[config.mk]
export PLATFORM = sky130hd
export DESIGN_NAME = plrc_top
export DESIGN_NICKNAME = d
export VERILOG_FILES = /design/src/rtl/plrc_pkg.sv /design/src/rtl/plrc_mon_decode.sv /design/src/rtl/plrc_top.sv
export VERILOG_INCLUDE_DIRS = /design/src /design/src/rtl
export SDC_FILE = /design/constraint.sdc
export NUM_CORES = 1
export LEC_CHECK = 0
export CORE_MARGIN = 4
export CORE_UTILIZATION = 68
export DETAILED_ROUTE_END_ITERATION = 16
export DONT_BUFFER_PORTS = 1
export PLACE_DENSITY_LB_ADDON = 0.12
export SYNTH_ARGS = -nofsm -noshare
export SYNTH_HDL_FRONTEND = slang
export SYNTH_SLANG_ARGS = --single-unit
[constraint.sdc]
create_clock -name mclk -period 4.18 [get_ports mclk]
set_input_delay 0.418 -clock mclk [delete_from_list [all_inputs] [get_ports mclk]]
set_output_delay 0.418 -clock mclk [all_outputs]
set_load 0.05 [all_outputs]
[src/rtl/plrc_map.svh]
`ifndef PLRC_MAP_SVH
`define PLRC_MAP_SVH

// ***************************************************************
// Register offsets
// ***************************************************************
`define PLRC_OFS_SOFT_RESET_AND_CALIBRATE     8'h88
`define PLRC_OFS_FAST_LOCK_CONTROL            8'h89
`define PLRC_OFS_SIGNAL_LOSS_MONITOR_ENABLE_A 8'h8a
`define PLRC_OFS_SIGNAL_LOSS_MONITOR_ENABLE_B 8'h8b

// ***************************************************************
// Field positions
// ***************************************************************
`define PLRC_BIT_SOFT_RESET          7
`define PLRC_BIT_CALIBRATION_TRIGGER 6
`define PLRC_BIT_FAST_LOCK_ENABLE    0
`define PLRC_BIT_IN1_EN_A            0
`define PLRC_BIT_IN2_EN_A            1
`define PLRC_BIT_IN1_EN_B            4
`define PLRC_BIT_IN2_EN_B            5

// ***************************************************************
// Reset values
// ***************************************************************
`define PLRC_RST_SOFT_RESET_AND_CALIBRATE     8'h00
`define PLRC_RST_FAST_LOCK_CONTROL            8'h00
`define PLRC_RST_SIGNAL_LOSS_MONITOR_ENABLE_A 8'h00
`define PLRC_RST_SIGNAL_LOSS_MONITOR_ENABLE_B 8'hff

// ***************************************************************
// Timing
// ***************************************************************
`define PLRC_CLK_HZ          20000000
`define PLRC_SOFT_RESET_US   10000
`define PLRC_SOFT_RESET_CYC  ((`PLRC_CLK_HZ / 1000000) * `PLRC_SOFT_RESET_US)
`define PLRC_CAL_CYC_DEFAULT 256
`define PLRC_CNT_W           24

`endif

[src/rtl/plrc_pkg.sv]
package plrc_pkg;

  typedef enum logic [1:0]
  {
    PLRC_MON_OFF      = 2'b00,
    PLRC_MON_RESERVED = 2'b01,
    PLRC_MON_SLOW     = 2'b10,
    PLRC_MON_FULL     = 2'b11
  } plrc_mon_t;

  typedef enum logic [1:0]
  {
    PLRC_IDLE,
    PLRC_SOFT_RESET,
    PLRC_CALIBRATE
  } plrc_state_t;

endpackage

[src/rtl/plrc_mon_decode.sv]
`timescale 1ns/1ps
`default_nettype none

// ***************************************************************
// Per-input monitor mode decode
// ***************************************************************
module plrc_mon_decode
(
  input  wire logic [1:0] mon_enable_a,
  input  wire logic [1:0] mon_enable_b,
  output logic      [1:0] slow_signal_loss_monitor,
  output logic      [1:0] signal_loss_monitor
);

  genvar i;
  generate
    for (i = 0; i < 2; i = i + 1)
    begin : g_in
      plrc_pkg::plrc_mon_t mode;
      // Lower-addressed register holds the field MSB
      assign mode = plrc_pkg::plrc_mon_t'({mon_enable_a[i], mon_enable_b[i]});
      // Reserved code 01 treated as disabled
      assign slow_signal_loss_monitor[i] = (mode == plrc_pkg::PLRC_MON_SLOW);
      assign signal_loss_monitor[i]      = (mode == plrc_pkg::PLRC_MON_FULL);
    end
  endgenerate

endmodule

`default_nettype wire

[src/rtl/plrc_top.sv]
`timescale 1ns/1ps
`default_nettype none
`include "plrc_map.svh"

// Behaviour
// - Writing 1 to bit 7 of the reset register resets all internal logic like the reset pin; 0 is normal running.
// - While that soft reset is in effect the clock outputs are held disabled.
// - Writing 1 to bit 6 starts self-calibration, and the bit clears itself.
// - Calibration completion shows as the loss-of-lock alarm going low.
// - A shift above 500 ppm of the input clock may start calibration on its own.
// - Fast-lock enable in bit 0, reset 0x00, asks the loop for dynamic bandwidth during acquisition.
// - Each input monitor enable is two bits split over two registers, bits 0/4 for input 1 and 1/5 for input 2.
// - Codes are 00 off, 01 reserved, 10 slow monitoring, 11 full monitoring.
// - Slow monitoring detects loss later and less sensitively than full monitoring.
// - The second monitor enable register resets to 0xff.
// - The loss-of-lock status reads 0 when locked and 1 when unlocked; the alarm here also reads 1 while locked until a calibration has completed.
module plrc_top
#(
  parameter int unsigned SOFT_RESET_CYC = `PLRC_SOFT_RESET_CYC,
  parameter int unsigned CAL_CYC        = `PLRC_CAL_CYC_DEFAULT
)
(
  input  wire logic       mclk,
  input  wire logic       rst_b,
  input  wire logic       reg_wr,
  input  wire logic       reg_rd,
  input  wire logic [7:0] reg_addr,
  input  wire logic [7:0] reg_wdata,
  output logic      [7:0] reg_rdata,
  input  wire logic       pll_locked,
  input  wire logic       freq_shift,
  output logic            clock_output_enable,
  output logic            pll_core_reset,
  output logic            calibrating,
  output logic            loss_of_lock_alarm,
  output logic            fast_lock_enable,
  output logic      [1:0] slow_signal_loss_monitor,
  output logic      [1:0] signal_loss_monitor
);

  // ***************************************************************
  // Reset release and pin synchronisers
  // ***************************************************************
  logic [1:0] rst_sync;
  logic       rst_n;
  logic [1:0] lock_sync;
  logic [1:0] shift_sync;
  logic       shift_prev;

  always_ff @(posedge mclk or negedge rst_b)
  begin
    if (!rst_b)
      rst_sync <= 2'b00;
    else
      rst_sync <= {rst_sync[0], 1'b1};
  end
  assign rst_n = rst_sync[1];

  always_ff @(posedge mclk or negedge rst_n)
  begin
    if (!rst_n)
    begin
      lock_sync  <= 2'b00;
      shift_sync <= 2'b00;
      shift_prev <= 1'b0;
    end
    else
    begin
      lock_sync  <= {lock_sync[0], pll_locked};
      shift_sync <= {shift_sync[0], freq_shift};
      shift_prev <= shift_sync[1];
    end
  end

  // ***************************************************************
  // Registers and sequencer
  // ***************************************************************
  plrc_pkg::plrc_state_t state;
  plrc_pkg::plrc_state_t next_state;
  logic [`PLRC_CNT_W-1:0] cnt;
  logic [`PLRC_CNT_W-1:0] next_cnt;
  logic [7:0] fast_lock_control;
  logic [7:0] next_fast_lock_control;
  logic [1:0] mon_a;
  logic [1:0] next_mon_a;
  logic [1:0] mon_b;
  logic [1:0] next_mon_b;
  logic       cal_done;
  logic       next_cal_done;
  logic       wr_ctl;
  logic       auto_cal;

  assign wr_ctl   = reg_wr && (reg_addr == `PLRC_OFS_SOFT_RESET_AND_CALIBRATE);
  // Input shift above threshold flagged by the front end
  assign auto_cal = shift_sync[1] && !shift_prev;

  always_comb
  begin
    next_state             = state;
    next_cnt               = cnt;
    next_fast_lock_control = fast_lock_control;
    next_mon_a             = mon_a;
    next_mon_b             = mon_b;
    next_cal_done          = cal_done;
    case (state)
      plrc_pkg::PLRC_IDLE:
      begin
        if (reg_wr && reg_addr == `PLRC_OFS_FAST_LOCK_CONTROL)
          next_fast_lock_control = reg_wdata;
        if (reg_wr && reg_addr == `PLRC_OFS_SIGNAL_LOSS_MONITOR_ENABLE_A)
          next_mon_a = {reg_wdata[`PLRC_BIT_IN2_EN_A], reg_wdata[`PLRC_BIT_IN1_EN_A]};
        if (reg_wr && reg_addr == `PLRC_OFS_SIGNAL_LOSS_MONITOR_ENABLE_B)
          next_mon_b = {reg_wdata[`PLRC_BIT_IN2_EN_B], reg_wdata[`PLRC_BIT_IN1_EN_B]};
        if (wr_ctl && reg_wdata[`PLRC_BIT_SOFT_RESET])
        begin
          next_state    = plrc_pkg::PLRC_SOFT_RESET;
          next_cnt      = '0;
          // Alarm must not dip low on the entry edge
          next_cal_done = 1'b0;
        end
        else if ((wr_ctl && reg_wdata[`PLRC_BIT_CALIBRATION_TRIGGER]) || auto_cal)
        begin
          next_state    = plrc_pkg::PLRC_CALIBRATE;
          next_cnt      = '0;
          next_cal_done = 1'b0;
        end
      end
      plrc_pkg::PLRC_SOFT_RESET:
      begin
        // Same as the pin: every register back to default
        next_fast_lock_control = `PLRC_RST_FAST_LOCK_CONTROL;
        next_mon_a             = 2'b00;
        next_mon_b             = 2'b11;
        next_cal_done          = 1'b0;
        next_cnt               = cnt + 1'b1;
        // Port is ignored for the whole hold, host must wait anyway
        if (cnt >= `PLRC_CNT_W'(SOFT_RESET_CYC - 1))
          next_state = plrc_pkg::PLRC_IDLE;
      end
      plrc_pkg::PLRC_CALIBRATE:
      begin
        if (cnt < `PLRC_CNT_W'(CAL_CYC))
          next_cnt = cnt + 1'b1;
        // Complete when settled and the loop reports lock
        if (cnt >= `PLRC_CNT_W'(CAL_CYC) && lock_sync[1])
        begin
          next_state    = plrc_pkg::PLRC_IDLE;
          next_cal_done = 1'b1;
        end
        if (wr_ctl && reg_wdata[`PLRC_BIT_SOFT_RESET])
        begin
          next_state    = plrc_pkg::PLRC_SOFT_RESET;
          next_cnt      = '0;
          // Soft reset wins over a completion in the same cycle
          next_cal_done = 1'b0;
        end
      end
      default:
        next_state = plrc_pkg::PLRC_IDLE;
    endcase
  end

  always_ff @(posedge mclk or negedge rst_n)
  begin
    if (!rst_n)
    begin
      state             <= plrc_pkg::PLRC_IDLE;
      cnt               <= '0;
      fast_lock_control <= `PLRC_RST_FAST_LOCK_CONTROL;
      mon_a             <= 2'b00;
      mon_b             <= 2'b11;
      cal_done          <= 1'b0;
    end
    else
    begin
      state             <= next_state;
      cnt               <= next_cnt;
      fast_lock_control <= next_fast_lock_control;
      mon_a             <= next_mon_a;
      mon_b             <= next_mon_b;
      cal_done          <= next_cal_done;
    end
  end

  // ***************************************************************
  // Outputs and read back
  // ***************************************************************
  logic [7:0] next_rdata;
  logic [7:0] next_reg_rdata;
  logic       next_clock_output_enable;
  logic       next_pll_core_reset;
  logic       next_calibrating;
  logic       next_loss_of_lock_alarm;
  logic       next_fast_lock_enable;

  always_comb
  begin
    next_rdata = 8'h00;
    case (reg_addr)
      `PLRC_OFS_SOFT_RESET_AND_CALIBRATE:
        // Trigger reads 1 only while the sequence runs
        next_rdata = {1'b0, state == plrc_pkg::PLRC_CALIBRATE, 6'h00};
      `PLRC_OFS_FAST_LOCK_CONTROL:
        next_rdata = fast_lock_control;
      `PLRC_OFS_SIGNAL_LOSS_MONITOR_ENABLE_A:
        next_rdata = {6'h00, mon_a};
      `PLRC_OFS_SIGNAL_LOSS_MONITOR_ENABLE_B:
        // Reserved bits keep the all-ones default
        next_rdata = {2'b11, mon_b, 4'hf};
      default:
        next_rdata = 8'h00;
    endcase
    next_reg_rdata = reg_rdata;
    if (reg_rd && state != plrc_pkg::PLRC_SOFT_RESET)
      next_reg_rdata = next_rdata;
    next_clock_output_enable = (next_state == plrc_pkg::PLRC_IDLE) && next_cal_done;
    next_pll_core_reset      = (next_state == plrc_pkg::PLRC_SOFT_RESET);
    next_calibrating         = (next_state == plrc_pkg::PLRC_CALIBRATE);
    // High while unlocked or uncalibrated, low on completion
    next_loss_of_lock_alarm  = !(next_cal_done && lock_sync[1]);
    next_fast_lock_enable    = next_fast_lock_control[`PLRC_BIT_FAST_LOCK_ENABLE];
  end

  always_ff @(posedge mclk or negedge rst_n)
  begin
    if (!rst_n)
    begin
      reg_rdata           <= 8'h00;
      clock_output_enable <= 1'b0;
      pll_core_reset      <= 1'b1;
      calibrating         <= 1'b0;
      loss_of_lock_alarm  <= 1'b1;
      fast_lock_enable    <= 1'b0;
    end
    else
    begin
      reg_rdata           <= next_reg_rdata;
      clock_output_enable <= next_clock_output_enable;
      pll_core_reset      <= next_pll_core_reset;
      calibrating         <= next_calibrating;
      loss_of_lock_alarm  <= next_loss_of_lock_alarm;
      fast_lock_enable    <= next_fast_lock_enable;
    end
  end

  plrc_mon_decode u_mon
  (
    .mon_enable_a             (mon_a),
    .mon_enable_b             (mon_b),
    .slow_signal_loss_monitor (slow_signal_loss_monitor),
    .signal_loss_monitor      (signal_loss_monitor)
  );

endmodule

`default_nettype wire

==> metrics list <==
- Worst path required time: ~4.4 ns
* Starting utilization of the core area: 70.5%
* Floorplan die width: roughly 75 µm
* Starting DRC count in detailed routing: ~270
- Distinct cells, synth: between 40 and 50
* Total leakage power: about 0.0014 µW
- In the synthesized netlist the dominant register cell turns out to be dfrtp_1.
- Run status: complete, no violations
- Summing all flip-flop and latch instances after layout gives between 1000 and 1500 µm².
* Floorplan die height: approximately 75 µm
* I/O Pins: 39
- Yosys reg bits: 58
- The number of nets in the synthesized netlist is 357.
* Max clock buf depth: 2
- Hold path cells: 0
- Final antenna-violating net count: 0
- Global routing used about a quarter of the available tracks.
- The worst setup path is captured at a flop.
- Maximum clock frequency: between 0.3 and 0.4 GHz
* Pin count of the biggest net entering global routing: 57
- The post-route netlist has 8.79% of its cells at a drive strength greater than 1.
* Number of flops mapped to enable cells by yosys: 0
- The die covers approximately 5700 µm².
- Depth of the worst register-to-register path: 7
- Setup violation total in the final timing report: 0
- Data arrives at the worst endpoint at about 3.1 ns.
- Multi-input gate area: 1510 µm²
* Worst rel slew slack: 38.1%
- Critical path's top delay family: simple AND/OR/NAND/NOR gates
- Syn avg cell area: between 9 and 10 µm²
- In this run the standard cell core region covers around 4400 µm².
* Mapped cell area: 3090 µm²
* Post-route setup slack: 1.29 ns
* Final TNS setup: 0 ns
- In this run the most critical hold path is launched from freq_shift.
* Minimum setup slack after placement: around 1.4 ns
- Routed Wire Length: about 6400 µm
* Signed area change from the synthesized netlist to the final layout: 6.19%
- Leaving out fill and tap cells, the most frequent cells in the layout are dfrtp_1 (53), o21ai_0 (45), nand2_1 (32), nor2_1 (21), o31ai_1 (18).
- For this run, design rule violations remaining after detail routing come to 0.
- Summed over all layers, the global routing overflow is 0.
* Number of fill cells: between 300 and 400
* DP HPWL: 4310 µm
- Vias per Instance: approximately 6.6
- The critical path is of the reg2reg type.
- Final clock period utilization by the worst path: 69.1%
- Count of inserted antenna diode cells: 0
* Final Critical Period: ~2.9 ns
- Post-CTS setup-driven buffer insertion count: 0
- Chain of cells forming the critical path: inv_1, ha_1, a21oi_1, a31oi_1, nand2b_2, or2_1, o21ai_0
- For this design the ratio of total power to cell area is between 300 and 400 nW/µm².
* Number of buffers created by CTS: 9
- The worst hold path terminates at shift_sync[0].
- Wire length of the first global-routing pass: ~11000 µm
* Worst path bufs/invs: 1
* Nature of the critical path startpoint: flop
- In this design, the stage delay of the slowest critical-path cell is ~0.7 ns.
- IR analysis of the VDD net gives a maximum drop of about 0.26 mV.
- # rows: 24
* IO Port Bufs: 0
- At the end of routability-driven placement, the weighted congestion stood at between 0.8 and 0.9.
- At the later pin of the worst-skew pair, clock insertion delay measures about 0.35 ns.
- The count of final hold-check violations came to 0.
* Sink Count: 58
- In this run the worst hold path is classified as in2reg.
- Leaving out fill and tap cells, the most frequent cell in the layout is dfrtp_1.
- Clock tree from TritonCTS: done
- Sequential cell area fraction in the yosys report: a little under half
* Cells after synthesis: approximately 330
* YS warnings: 0
- Count of final max-slew check failures: 0
- The slowest stage of the critical path is the or2_1 cell.
* Number of antenna violations at the first check in global routing: 0
- Wire per inst: ~17 µm
- The first detailed-routing pass took 5 iterations.
- Number of levels in the clock H-tree: 3
* Vias: ~2500
* Clock-pin slew reported for the worst setup and hold paths after clock tree synthesis: around 0.070 ns
- At the pin with the least slew margin, the transition time is about 0.9 ns.
- Setup repair after global routing left no endpoint under its margin.
* Worst flop-to-flop path endpoint: cnt[15]
* Number of global-route vias before repair: between 2000 and 2500
- For flop-to-flop paths, the worst setup slack is around 1.3 ns.
- Max-cap violations: 0
- Along the worst path, the maximum fanout reaches 26.
- Launch instance of the worst register-to-register path: state[0]
- Share of flip-flops with an asynchronous set or reset: 100%
- Final-stage net count: approximately 350
- Cell at the root of the clock tree: clkbuf_8
- Clk_skew: around 0.012 ns
## cell type report
| cell class | count | area share [%] |
|---|---|---|
| Tap cell | 52 | 1.98 |
| Inverter | 8 | 0.915 |
| Timing Repair Buffer | 3 | 0.762 |
| Multi-Input combinational cell | 245 | 46.0 |
| Clock inverter | 7 | 2.13 |
| Sequential cell | 58 | 44.4 |
| Clock buffer | 9 | 3.77 |
## power by group
part           leakage [µW]  internal [µW]  total [µW]  switching, µW
sequential         0.000760            565         567           1.73
clock             0.0000873            272         510            238
combinational      0.000551           6.68        20.5           13.8
total               0.00140            844        1100            254
## synthesized netlist by cell type, types with 4 or more instances
cell	n	area (µm²)
nor2b_1	11	68.8
ha_1	6	75.1
nor2_1	21	78.8
clkbuf_1	11	41.3
o41ai_1	4	35.0
nor3_1	5	25.0
a21oi_1	10	50.1
and3_1	5	31.3
o21ai_0	45	225
inv_1	8	30.0
a31oi_1	7	43.8
nand3_1	14	70.1
mux2i_1	12	120
o22a_1	4	35.0
nand2_1	32	120
o31ai_1	18	135
dfrtp_1	54	1350
nand2b_1	7	43.8
and2_1	5	31.3
nand4_1	6	37.5
dfstp_2	4	105
## what timing repair did
item / 4_1_cts / 5_1_grt
resized for setup: 0 / 0
hold endpoints to repair: 2 / 0
hold buffers: 1 / 0
endpoints found under the setup margin: 0 / 0
## worst max-delay path by stage
stage / slack [ns] / to / cells past startpoint / startpoint
finish: 1.29 / cnt[15] / 7 / state[0]
global route: 1.10 / cnt[15] / 7 / state[0]
CTS: 1.34 / cnt[15] / 7 / state[0]
detailed placement: 1.35 / cnt[15] / 7 / state[0]
global placement: 1.43 / cnt[14] / 7 / state[0]
floorplan: 2.15 / fast_lock_control[0] / 9 / reg_addr[2]
## flip-flops by register name, indices dropped and copies added, names as in the netlist
| signal | flops |
|---|---|
| cnt | 24 |
| fast_lock_control | 8 |
| reg_rdata | 8 |
| lock_sync | 2 |
| mon_a | 2 |
| mon_b | 2 |
| rst_sync | 2 |
| shift_sync | 2 |
| state | 2 |
| cal_done | 1 |
| calibrating | 1 |
| clock_output_enable | 1 |
| loss_of_lock_alarm | 1 |
| pll_core_reset | 1 |
| shift_prev | 1 |
## worst register-to-register path: stages (launching register included)
cell	delay, ns
dfrtp_1	0.43
inv_1	0.12
ha_1	0.42
a21oi_1	0.12
a31oi_1	0.23
nand2b_2	0.45
or2_1	0.73
o21ai_0	0.24
## stage by stage
step	total power, µW	utilization [%]	hold slack, ns	cells	cell area, µm²
final	1100	74.9	0.0955	382	3280
after global routing	1130	74.9	0.0748	382	3280
after global placement	597	70.2	0.122	365	3080
after floorplan	595	-	0.122	329	3090
after CTS	1100	74.9	0.0861	382	3280
after detailed placement	597	70.2	0.122	365	3080
## layer usage
metal	global-route usage, %	part of all wire [%]	up-vias
met3	6.99	6.8	17
li1	-	-	1200
met1	35.2	47	1197
met4	9.51	1.7	0
met2	35.8	45	94
met5	0	0	-
## kinds of logic after synthesis
group | Yosys count | share of synthesized area (%)
and+or+nand+nor | 125 | 22.1
adders and majority gates | 6 | 2.43
AOI/OAI and AO/OA | 101 | 20.3
DFF | 58 | 47.1
buffers and inverters | 26 | 4.01
muxes | 12 | 3.89
other | 1 | 0.121
Note: power is estimated with default switching activity, not from simulation.
